===== config.mk =====
export PLATFORM = sky130hd
export DESIGN_NAME = eac_core
export DESIGN_NICKNAME = d
export VERILOG_FILES = /design/src/rtl/eac_pkg.sv /design/src/rtl/eac_reg_if.sv /design/src/rtl/eac_core.sv /design/src/rtl/eac_axil_slave.sv
export VERILOG_INCLUDE_DIRS = /design/src /design/src/rtl
export SDC_FILE = /design/constraint.sdc
export NUM_CORES = 1
export LEC_CHECK = 0
export BUFFER_PORTS_ARGS = -buffer_cell sky130_fd_sc_hd__buf_2
export CAP_MARGIN = 30
export CORE_MARGIN = 1
export CORE_UTILIZATION = 53
export DETAILED_ROUTE_END_ITERATION = 10
export GPL_ROUTABILITY_DRIVEN = 0
export GPL_TIMING_DRIVEN = 0
export PLACE_DENSITY_LB_ADDON = 0.1
export SLEW_MARGIN = 20
export SYNTH_ARGS = -nofsm -noshare
export SYNTH_HDL_FRONTEND = slang
export SYNTH_SLANG_ARGS = --single-unit

===== constraint.sdc =====
create_clock -name clk -period 4.3 [get_ports clk]
set_clock_uncertainty 0.1 [all_clocks]
set_input_delay 0.215 -clock clk [delete_from_list [all_inputs] [get_ports clk]]
set_output_delay 0.215 -clock clk [all_outputs]
set_load 0.02 [all_outputs]

===== src/rtl/eac_defs.svh =====
`ifndef EAC_DEFS_SVH
`define EAC_DEFS_SVH
`define EAC_OFS_CTRL 8'h00
`define EAC_OFS_STATUS 8'h04
`define EAC_OFS_ARITH 8'h08
`define EAC_OFS_VADDR 8'h0C
`define EAC_OFS_VSECT 8'h10
`define EAC_OFS_DEST 8'h14
`define EAC_OFS_INDCNT 8'h18
`define EAC_CTRL_RESET 1'b1
`define EAC_IND_BIT 13
`define EAC_XSEL_HI 14
`define EAC_XSEL_LO 17
`define EAC_SECT_HI 13
`define EAC_SECT_LO 17
`define EAC_Y_HI 18
`define EAC_Y_LO 35
`define EAC_OP_HI 0
`define EAC_OP_LO 8
`define EAC_AC_HI 9
`define EAC_AC_LO 12
`define EAC_OP_BXFER 9'h0A9
`define EAC_OP_DPADD 9'h048
`define EAC_OP_DPSUB 9'h049
`define EAC_OP_DPF_LAST 9'h04B
`define EAC_OP_DINT_FIRST 9'h04C
`define EAC_OP_DIMUL 9'h04E
`define EAC_OP_DDIV 9'h04F
`define EAC_DEST_NONE 3'h0
`define EAC_DEST_PAIR 3'h2
`define EAC_DEST_QUAD 3'h4
`define EAC_RESP_OKAY 2'h0
`define EAC_RESP_SLVERR 2'h2
`endif


===== src/rtl/eac_pkg.sv =====
package eac_pkg;
    typedef enum logic [2:0] {
        EAC_IDLE = 3'h0,
        EAC_DECODE = 3'h1,
        EAC_INDEX = 3'h3,
        EAC_INDIRECT = 3'h2,
        EAC_REQ = 3'h6,
        EAC_WAIT = 3'h7,
        EAC_DISPATCH = 3'h5
    } eac_state_t;
endpackage : eac_pkg


===== src/rtl/eac_reg_if.sv =====
`timescale 1ns/1ps
`default_nettype none
interface eac_reg_if;
    logic wrEn;
    logic [7:0] wrAddr;
    logic [31:0] wrData;
    logic [3:0] wrStrb;
    logic wrOk;
    logic [7:0] rdAddr;
    logic [31:0] rdData;
    logic rdOk;
    modport slave(output wrEn, wrAddr, wrData, wrStrb, rdAddr, input wrOk, rdData, rdOk);
    modport core(input wrEn, wrAddr, wrData, wrStrb, rdAddr, output wrOk, rdData, rdOk);
endinterface : eac_reg_if
`default_nettype wire


===== src/rtl/eac_core.sv =====
// Added by the designer: the AXI4-Lite register port and the register offsets.
`timescale 1ns/1ps
`default_nettype none
`include "eac_defs.svh"
module eac_core import eac_pkg::*; (
    input wire logic clk,
    input wire logic rst_n,
    input wire logic [7:0] awaddr,
    input wire logic awvalid,
    output logic awready,
    input wire logic [31:0] wdata,
    input wire logic [3:0] wstrb,
    input wire logic wvalid,
    output logic wready,
    output logic [1:0] bresp,
    output logic bvalid,
    input wire logic bready,
    input wire logic [7:0] araddr,
    input wire logic arvalid,
    output logic arready,
    output logic [31:0] rdata,
    output logic [1:0] rresp,
    output logic rvalid,
    input wire logic rready,
    input wire logic instrLoad,
    input wire logic [0:35] instrWord,
    output logic instrReady,
    output logic [3:0] fastRegAddr,
    input wire logic [0:35] fastRegData,
    output logic indirectRequestFn,
    output logic memField02,
    output logic memoryWait,
    input wire logic memRespValid,
    input wire logic [0:35] memRespWord,
    output logic [0:35] arithReg,
    output logic [13:35] virtualAddrReg,
    output logic fetchDispatch,
    output logic blockTransferOp,
    output logic dpFloatAdd,
    output logic dpFloatSub,
    output logic doubleIntMultiply,
    output logic [3:0] destAccBase,
    output logic [2:0] destAccCount
);
    eac_reg_if regs();
    eac_state_t state, next_state;
    logic [0:35] instrReg, instructionBufferReg, next_instrReg, next_ibr, next_arith;
    logic [13:35] next_vaddr;
    logic [0:35] adderOut;
    logic indexed, next_indexed, enable, next_enable;
    logic [7:0] indCount, next_indCount;
    logic next_bxfer, next_fpAdd, next_fpSub, next_iMul;
    logic [3:0] next_accBase;
    logic [2:0] next_accCount;

    // Shared adder: the upper half of each operand is supplied by the caller.
    function automatic logic [0:35] eaAdd(input logic [0:35] a, input logic [0:35] b);
        eaAdd = a + b;
    endfunction : eaAdd

    function automatic logic [2:0] destCount(input logic [0:8] op);
        if (op == `EAC_OP_DIMUL) begin
            destCount = `EAC_DEST_QUAD;
        end else if (op >= `EAC_OP_DPADD && op <= `EAC_OP_DPF_LAST) begin
            destCount = `EAC_DEST_PAIR;
        end else if (op >= `EAC_OP_DINT_FIRST && op < `EAC_OP_DDIV) begin
            destCount = `EAC_DEST_PAIR;
        end else begin
            destCount = `EAC_DEST_NONE;
        end
    endfunction : destCount

    eac_axil_slave u_slave (
        .clk(clk),
        .rst_n(rst_n),
        .awaddr(awaddr),
        .awvalid(awvalid),
        .awready(awready),
        .wdata(wdata),
        .wstrb(wstrb),
        .wvalid(wvalid),
        .wready(wready),
        .bresp(bresp),
        .bvalid(bvalid),
        .bready(bready),
        .araddr(araddr),
        .arvalid(arvalid),
        .arready(arready),
        .rdata(rdata),
        .rresp(rresp),
        .rvalid(rvalid),
        .rready(rready),
        .regs(regs.slave)
    );

    assign instrReady = (state == EAC_IDLE) && enable;
    assign fastRegAddr = instructionBufferReg[`EAC_XSEL_HI:`EAC_XSEL_LO];
    assign indirectRequestFn = (state == EAC_REQ);
    // The request step carries bit 02 low; the following wait step raises it.
    assign memField02 = (state == EAC_WAIT);
    assign memoryWait = memField02 && !memRespValid;
    assign fetchDispatch = (state == EAC_DISPATCH);
    assign regs.wrOk = (regs.wrAddr == `EAC_OFS_CTRL) || (regs.wrAddr == `EAC_OFS_VSECT);

    always_comb begin
        regs.rdOk = 1'b1;
        case (regs.rdAddr)
            `EAC_OFS_CTRL: regs.rdData = {31'h0, enable};
            `EAC_OFS_STATUS: regs.rdData = {27'h0, indexed, !instrReady, state};
            `EAC_OFS_ARITH: regs.rdData = {14'h0, arithReg[`EAC_Y_HI:`EAC_Y_LO]};
            `EAC_OFS_VADDR: regs.rdData = {9'h0, virtualAddrReg};
            `EAC_OFS_VSECT: regs.rdData = {27'h0, virtualAddrReg[`EAC_SECT_HI:`EAC_SECT_LO]};
            `EAC_OFS_DEST: regs.rdData = {21'h0, blockTransferOp, dpFloatAdd, dpFloatSub,
                                          doubleIntMultiply, destAccCount, destAccBase};
            `EAC_OFS_INDCNT: regs.rdData = {24'h0, indCount};
            default: begin
                regs.rdData = 32'h0;
                regs.rdOk = 1'b0;
            end
        endcase
    end

    always_comb begin
        next_enable = enable;
        if (regs.wrEn && regs.wrAddr == `EAC_OFS_CTRL && regs.wrStrb[0]) begin
            next_enable = regs.wrData[0];
        end
    end

    always_comb begin
        next_state = state;
        next_instrReg = instrReg;
        next_ibr = instructionBufferReg;
        next_arith = arithReg;
        next_vaddr = virtualAddrReg;
        next_indexed = indexed;
        next_indCount = indCount;
        next_bxfer = blockTransferOp;
        next_fpAdd = dpFloatAdd;
        next_fpSub = dpFloatSub;
        next_iMul = doubleIntMultiply;
        next_accBase = destAccBase;
        next_accCount = destAccCount;
        adderOut = 36'h0;
        // Software may seed the section bits only while no address is in flight.
        if (regs.wrEn && regs.wrAddr == `EAC_OFS_VSECT && regs.wrStrb[0] && state == EAC_IDLE) begin
            next_vaddr[`EAC_SECT_HI:`EAC_SECT_LO] = regs.wrData[4:0];
        end
        case (state)
            EAC_IDLE: begin
                if (instrLoad && instrReady) begin
                    next_instrReg = instrWord;
                    next_ibr = instrWord;
                    next_indexed = 1'b0;
                    next_indCount = 8'h0;
                    next_bxfer = instrWord[`EAC_OP_HI:`EAC_OP_LO] == `EAC_OP_BXFER;
                    next_fpAdd = instrWord[`EAC_OP_HI:`EAC_OP_LO] == `EAC_OP_DPADD;
                    next_fpSub = instrWord[`EAC_OP_HI:`EAC_OP_LO] == `EAC_OP_DPSUB;
                    next_iMul = instrWord[`EAC_OP_HI:`EAC_OP_LO] == `EAC_OP_DIMUL;
                    next_accBase = instrWord[`EAC_AC_HI:`EAC_AC_LO];
                    next_accCount = destCount(instrWord[`EAC_OP_HI:`EAC_OP_LO]);
                    next_state = EAC_DECODE;
                end
            end
            EAC_DECODE: begin
                // The same field layout applies whatever the opcode is.
                if (instructionBufferReg[`EAC_XSEL_HI:`EAC_XSEL_LO] != 4'h0) begin
                    next_state = EAC_INDEX;
                end else if (instructionBufferReg[`EAC_IND_BIT]) begin
                    next_state = EAC_INDIRECT;
                end else begin
                    adderOut = eaAdd({18'h0, instructionBufferReg[`EAC_Y_HI:`EAC_Y_LO]}, 36'h0);
                    next_arith = {18'h0, adderOut[`EAC_Y_HI:`EAC_Y_LO]};
                    next_state = EAC_DISPATCH;
                end
            end
            EAC_INDEX: begin
                adderOut = eaAdd(instructionBufferReg, fastRegData);
                next_arith = {18'h0, adderOut[`EAC_Y_HI:`EAC_Y_LO]};
                next_vaddr[`EAC_Y_HI:`EAC_Y_LO] = adderOut[`EAC_Y_HI:`EAC_Y_LO];
                next_indexed = 1'b1;
                next_state = instructionBufferReg[`EAC_IND_BIT] ? EAC_INDIRECT : EAC_DISPATCH;
            end
            EAC_INDIRECT: begin
                if (indexed) begin
                    adderOut = eaAdd(arithReg, 36'h0);
                end else begin
                    adderOut = eaAdd({18'h0, instructionBufferReg[`EAC_Y_HI:`EAC_Y_LO]}, 36'h0);
                end
                next_vaddr[`EAC_Y_HI:`EAC_Y_LO] = adderOut[`EAC_Y_HI:`EAC_Y_LO];
                next_state = EAC_REQ;
            end
            EAC_REQ: begin
                next_indCount = indCount + 8'h01;
                next_state = EAC_WAIT;
            end
            EAC_WAIT: begin
                // The fetched indirect word replaces the buffer and decoding restarts.
                if (memRespValid) begin
                    next_ibr = memRespWord;
                    next_indexed = 1'b0;
                    next_state = EAC_DECODE;
                end
            end
            EAC_DISPATCH: begin
                next_state = EAC_IDLE;
            end
            default: begin
                next_state = EAC_IDLE;
            end
        endcase
    end

    always_ff @(posedge clk) begin
        if (!rst_n) begin
            state <= EAC_IDLE;
            instrReg <= 36'h0;
            instructionBufferReg <= 36'h0;
            arithReg <= 36'h0;
            virtualAddrReg <= 23'h0;
            indexed <= 1'b0;
            indCount <= 8'h0;
            enable <= `EAC_CTRL_RESET;
            blockTransferOp <= 1'b0;
            dpFloatAdd <= 1'b0;
            dpFloatSub <= 1'b0;
            doubleIntMultiply <= 1'b0;
            destAccBase <= 4'h0;
            destAccCount <= 3'h0;
        end else begin
            state <= next_state;
            instrReg <= next_instrReg;
            instructionBufferReg <= next_ibr;
            arithReg <= next_arith;
            virtualAddrReg <= next_vaddr;
            indexed <= next_indexed;
            indCount <= next_indCount;
            enable <= next_enable;
            blockTransferOp <= next_bxfer;
            dpFloatAdd <= next_fpAdd;
            dpFloatSub <= next_fpSub;
            doubleIntMultiply <= next_iMul;
            destAccBase <= next_accBase;
            destAccCount <= next_accCount;
        end
    end
endmodule : eac_core
`default_nettype wire


===== src/rtl/eac_axil_slave.sv =====
`timescale 1ns/1ps
`default_nettype none
`include "eac_defs.svh"
module eac_axil_slave import eac_pkg::*; (
    input wire logic clk,
    input wire logic rst_n,
    input wire logic [7:0] awaddr,
    input wire logic awvalid,
    output logic awready,
    input wire logic [31:0] wdata,
    input wire logic [3:0] wstrb,
    input wire logic wvalid,
    output logic wready,
    output logic [1:0] bresp,
    output logic bvalid,
    input wire logic bready,
    input wire logic [7:0] araddr,
    input wire logic arvalid,
    output logic arready,
    output logic [31:0] rdata,
    output logic [1:0] rresp,
    output logic rvalid,
    input wire logic rready,
    eac_reg_if.slave regs
);
    logic awHeld, wHeld, doWrite;
    logic [7:0] awAddrQ;
    logic [31:0] wDataQ;
    logic [3:0] wStrbQ;
    logic next_awHeld, next_wHeld, next_bvalid, next_rvalid;
    logic [7:0] next_awAddrQ;
    logic [31:0] next_wDataQ, next_rdata;
    logic [3:0] next_wStrbQ;
    logic [1:0] next_bresp, next_rresp;

    // Address and data are held separately so either may arrive first.
    assign awready = !awHeld;
    assign wready = !wHeld;
    assign arready = !rvalid;
    assign doWrite = awHeld && wHeld && !bvalid;
    assign regs.wrEn = doWrite;
    assign regs.wrAddr = awAddrQ;
    assign regs.wrData = wDataQ;
    assign regs.wrStrb = wStrbQ;
    assign regs.rdAddr = araddr;

    always_comb begin
        next_awHeld = awHeld;
        next_wHeld = wHeld;
        next_awAddrQ = awAddrQ;
        next_wDataQ = wDataQ;
        next_wStrbQ = wStrbQ;
        next_bvalid = bvalid;
        next_bresp = bresp;
        next_rvalid = rvalid;
        next_rdata = rdata;
        next_rresp = rresp;
        if (awvalid && !awHeld) begin
            next_awHeld = 1'b1;
            next_awAddrQ = awaddr;
        end
        if (wvalid && !wHeld) begin
            next_wHeld = 1'b1;
            next_wDataQ = wdata;
            next_wStrbQ = wstrb;
        end
        if (bvalid && bready) begin
            next_bvalid = 1'b0;
        end
        if (doWrite) begin
            next_awHeld = 1'b0;
            next_wHeld = 1'b0;
            next_bvalid = 1'b1;
            next_bresp = regs.wrOk ? `EAC_RESP_OKAY : `EAC_RESP_SLVERR;
        end
        if (rvalid && rready) begin
            next_rvalid = 1'b0;
        end
        if (arvalid && !rvalid) begin
            next_rvalid = 1'b1;
            next_rdata = regs.rdOk ? regs.rdData : 32'h0;
            next_rresp = regs.rdOk ? `EAC_RESP_OKAY : `EAC_RESP_SLVERR;
        end
    end

    always_ff @(posedge clk) begin
        if (!rst_n) begin
            awHeld <= 1'b0;
            wHeld <= 1'b0;
            awAddrQ <= 8'h0;
            wDataQ <= 32'h0;
            wStrbQ <= 4'h0;
            bvalid <= 1'b0;
            bresp <= 2'h0;
            rvalid <= 1'b0;
            rdata <= 32'h0;
            rresp <= 2'h0;
        end else begin
            awHeld <= next_awHeld;
            wHeld <= next_wHeld;
            awAddrQ <= next_awAddrQ;
            wDataQ <= next_wDataQ;
            wStrbQ <= next_wStrbQ;
            bvalid <= next_bvalid;
            bresp <= next_bresp;
            rvalid <= next_rvalid;
            rdata <= next_rdata;
            rresp <= next_rresp;
        end
    end
endmodule : eac_axil_slave
`default_nettype wire


==> key figures <==
Clock network
  • CTS max path bufs: 2
  • Num CTS Buffers: 17
  • Clock sink total: between 100 and 150
  • Root Driver: clkbuf_16
  • Post-CTS setup buffers: 0
  • Cts hold-fix bufs: 24
  • H-tree levels: 4
  • CTS resizes: 0
  • CTS tree: built
  • Clk Latency, worst-skew pair: 0.43 ns
  • Worst-path clk slew: 0.06 ns

Synthesis
  • Synth top area share: a little over a third
  • FFs w/ async S/R, synth: 0%
  • Cell taking the most area after synthesis: dfxtp_1
  • Synth cell types: between 60 and 70
  • Syn_area_per_cell: 8.38 µm²
  • Post-synthesis sequential area ratio: between 30% and 40%
  • Warnings from Yosys: 0
  • Top FF cell, synth: dfxtp_1
  • Synthesized instance count: between 800 and 900
  • Yosys reg bits: 129
  • Post-Syn Area: 7320 µm²
  • Dominant cells by area after synthesis: dfxtp_1, mux2i_1, nor2_1
  • Number of flops mapped to enable cells by yosys: 0

Power and ir drop
  • Clock share of power: a little under a third
  • Psw: ~1.9 mW
  • Final Power: 4.80 mW
  • Comb power frac: a little under two fifths
  • LEAKAGE: approximately 4.2 nW
  • Internal power: around 2.9 mW
  • IR drop worst, VDD: roughly 0.31 mV
  • Sequential share of power: 32.8%
  • Sw Share: just under 40%
  • PD cells: between 500 and 600 nW/µm²

Timing
  • Setup TNS: 0 ns
  • Slew HR: ~53%
  • Final setup fails: 0
  • Final period util: between 60% and 70%
  • Fin. Hold Viols: 0
  • RSZ-0062 raised after global routing: false
  • Min cycle time layout: between 2 and 3 ns
  • Slew @ Worst Pin: ~0.70 ns
  • Fmax: between 300 and 400 MHz
  • Slew Limit Fails: 0
  • Hold slack: a little under 0.02 ns

Detailed routing
  • DR iter-0 viols: roughly 570
  • Vias per inst: approximately 5.6
  • Pre-antenna DRT Iters: 5
  • Wire per inst: 16.9 µm
  • Antenna Nets Post-Route: 0
  • Vias post-DR: around 7,400
  • Total wire length: about 22,000 µm
  • DRC: 0

Die
  • Initial Util: a little over half
  • Core area: about 13,000 µm²
  • Row cnt: 42
  • Die Wd: 120 µm
  • Top-Level Pins: about 290
  • Die H: 120 µm
  • Area of the die: between 10,000 and 15,000 µm²

Cells and area
  • Ant. Diodes: 0
  • Area grow syn2layout: 29.2%
  • Fillers: between 1,000 and 1,500
  • Final Non-Filler Cells: ~1,300
  • Ratio of cells with drive above 1 in the final layout: between 20% and 30%
  • Final nets: 1,328
  • Final Util: 70.8%

Global route
  • Initial antenna violation count: 0
  • Global Route Usage Sum: roughly 31%
  • Vias in the first global route: ~6,600
  • Largest net degree at the start of global routing: 17
  • Global-route wire length before repair: around 34,000 µm
  • Grt total ovfl: 0

Critical path
  • Critical path arrival: 2.57 ns
  • Worst EP required: 3.98 ns
  • Startpoint class of the critical path: register
  • Crit path kind: reg -> out
  • Max FO, Critical Path: 10
  • Worst Setup SP: state[0]$_SDFFE_PN0P_
  • CP Capture Type: primary output
  • Minimum setup slack among reg-to-reg paths: between 1.5 and 2 ns
  • RR Startpoint: instructionBufferReg[35]$_SDFFE_PN0P_

Hold path
  • Hold Startpoint: instrWord[24]
  • Hold WC Path Type: in -> reg

Place
  • Sum of net half-perimeters after detailed placement: 17,000 µm
  • PortBufs: about 200
  • Placed insts: between 1,000 and 1,500

Run
  • Total of max-cap violations: 0

Run status
  • Status: finished, final reports clean
[cell families after synthesis]
family / after synthesis / share of synthesized area (%)
flip-flops: 129 / 35.3
AND/OR/NAND/NOR: 305 / 20.2
other: 1 / 0.0512
multiplexers: 85 / 12.1
AO/OA/AOI/OAI: 217 / 20.1
XOR/XNOR: 11 / 1.32
adder cells (fa/ha/maj): 19 / 3.35
buffers and inverters: 106 / 7.64
[power by group through the flow]
| stage | registers (mW) | clock network (mW) | logic, mW |
|---|---|---|---|
| after floorplan | 1.60 | 0 | 1.21 |
| after global placement | 1.59 | 0 | 1.72 |
| after detailed placement | 1.59 | 0 | 1.74 |
| after CTS | 1.57 | 1.44 | 1.77 |
| after global routing | 1.59 | 1.49 | 1.95 |
| final | 1.57 | 1.44 | 1.79 |
[flip-flops by register name (all words and copies together), names as in the netlist, 3 cells and up]
register              count
destAccBase               4
indCount                  8
u_slave.regs.wrData       5
arithReg                 18
u_slave.regs.wrAddr       8
u_slave.rdata            23
state                     3
instructionBufferReg     23
virtualAddrReg           23
[placed cells by master (no fill, tap or decap), types with 6 or more instances in the layout]
master	instances
nor3_1	12
dfxtp_1	129
nand3_1	30
mux2i_1	68
clkbuf_1	42
o21ai_0	32
or3_1	7
mux2_2	15
clkbuf_16	17
a31oi_1	8
and3_1	13
inv_1	10
nor2b_1	26
or2_2	6
dlygate4sd3_1	24
xor2_1	8
a222oi_1	9
nand2b_1	6
buf_2	209
nor2_1	112
a211oi_1	52
a21oi_1	64
o31ai_1	6
nand2_1	65
conb_1	30
ha_1	18
buf_4	35
[cell type report]
cell class                      count  area [µm²]  share of cell area [%]
Multi-Input combinational cell    667        4290                    45.3
Sequential cell                   129        2580                    27.3
Timing Repair Buffer              219        1220                    12.9
Buffer                             95         513                    5.43
Clock buffer                       20         457                    4.83
Tap cell                          176         220                    2.33
Clock inverter                     12         134                    1.42
Inverter                           11        46.3                   0.490
[worst max-delay path: stages, from the launching register on]
cell and delay [ns]:
dfxtp_1 0.39, clkbuf_1 0.41, clkbuf_1 0.46, clkbuf_1 0.49, and3_1 0.23, buf_2 0.16
[cell usage after synthesis (4+ instances only)]
library cell and count:
ha_1 18, nand2_1 65, a221oi_1 5, nand2b_1 6, a21oi_1 64, o31ai_1 6, nand4_1 5, buf_4 35
nor2b_1 26, a211oi_1 52, a22o_1 4, dfxtp_1 129, mux2i_1 68, buf_1 4, a21o_1 4, or3_1 7
inv_1 10, nor2_1 112, or2_2 6, xor2_1 8, a31oi_1 8, and3_1 13, mux2_2 15, a22oi_1 4
buf_2 14, nor3_1 12, a222oi_1 9, o21ai_0 32, clkbuf_1 41, nand3_1 30, and2_1 4
[stage by stage]
step                      setup slack, ns  instance area (µm²)
after floorplan                      1.80                 7430
after global placement               1.63                 8620
after detailed placement             1.61                 8620
after CTS                            1.44                 9460
after global routing                 1.30                 9460
final                                1.41                 9460
[routing by layer]
metal / global-route usage (%) / share of wire [%] / up-vias
met5: 0 / 0 / -
met4: 12.3 / 2.5 / 0
met3: 5.47 / 6.8 / 47
met2: 53.5 / 48 / 322
met1: 39.0 / 43 / 3443
li1: - / - / 3633
[final timing paths]
path,endpoint,cells past startpoint
setup / recovery,fetchDispatch,5
hold / removal,instructionBufferReg[24]$_SDFFE_PN0P_,3
setup reg to reg,virtualAddrReg[23]$_SDFFE_PN0P_,8
hold reg to reg,u_slave.rdata[18]$_SDFFE_PN0P_,2
No activity file was read; power rests on OpenSTA's default activity.
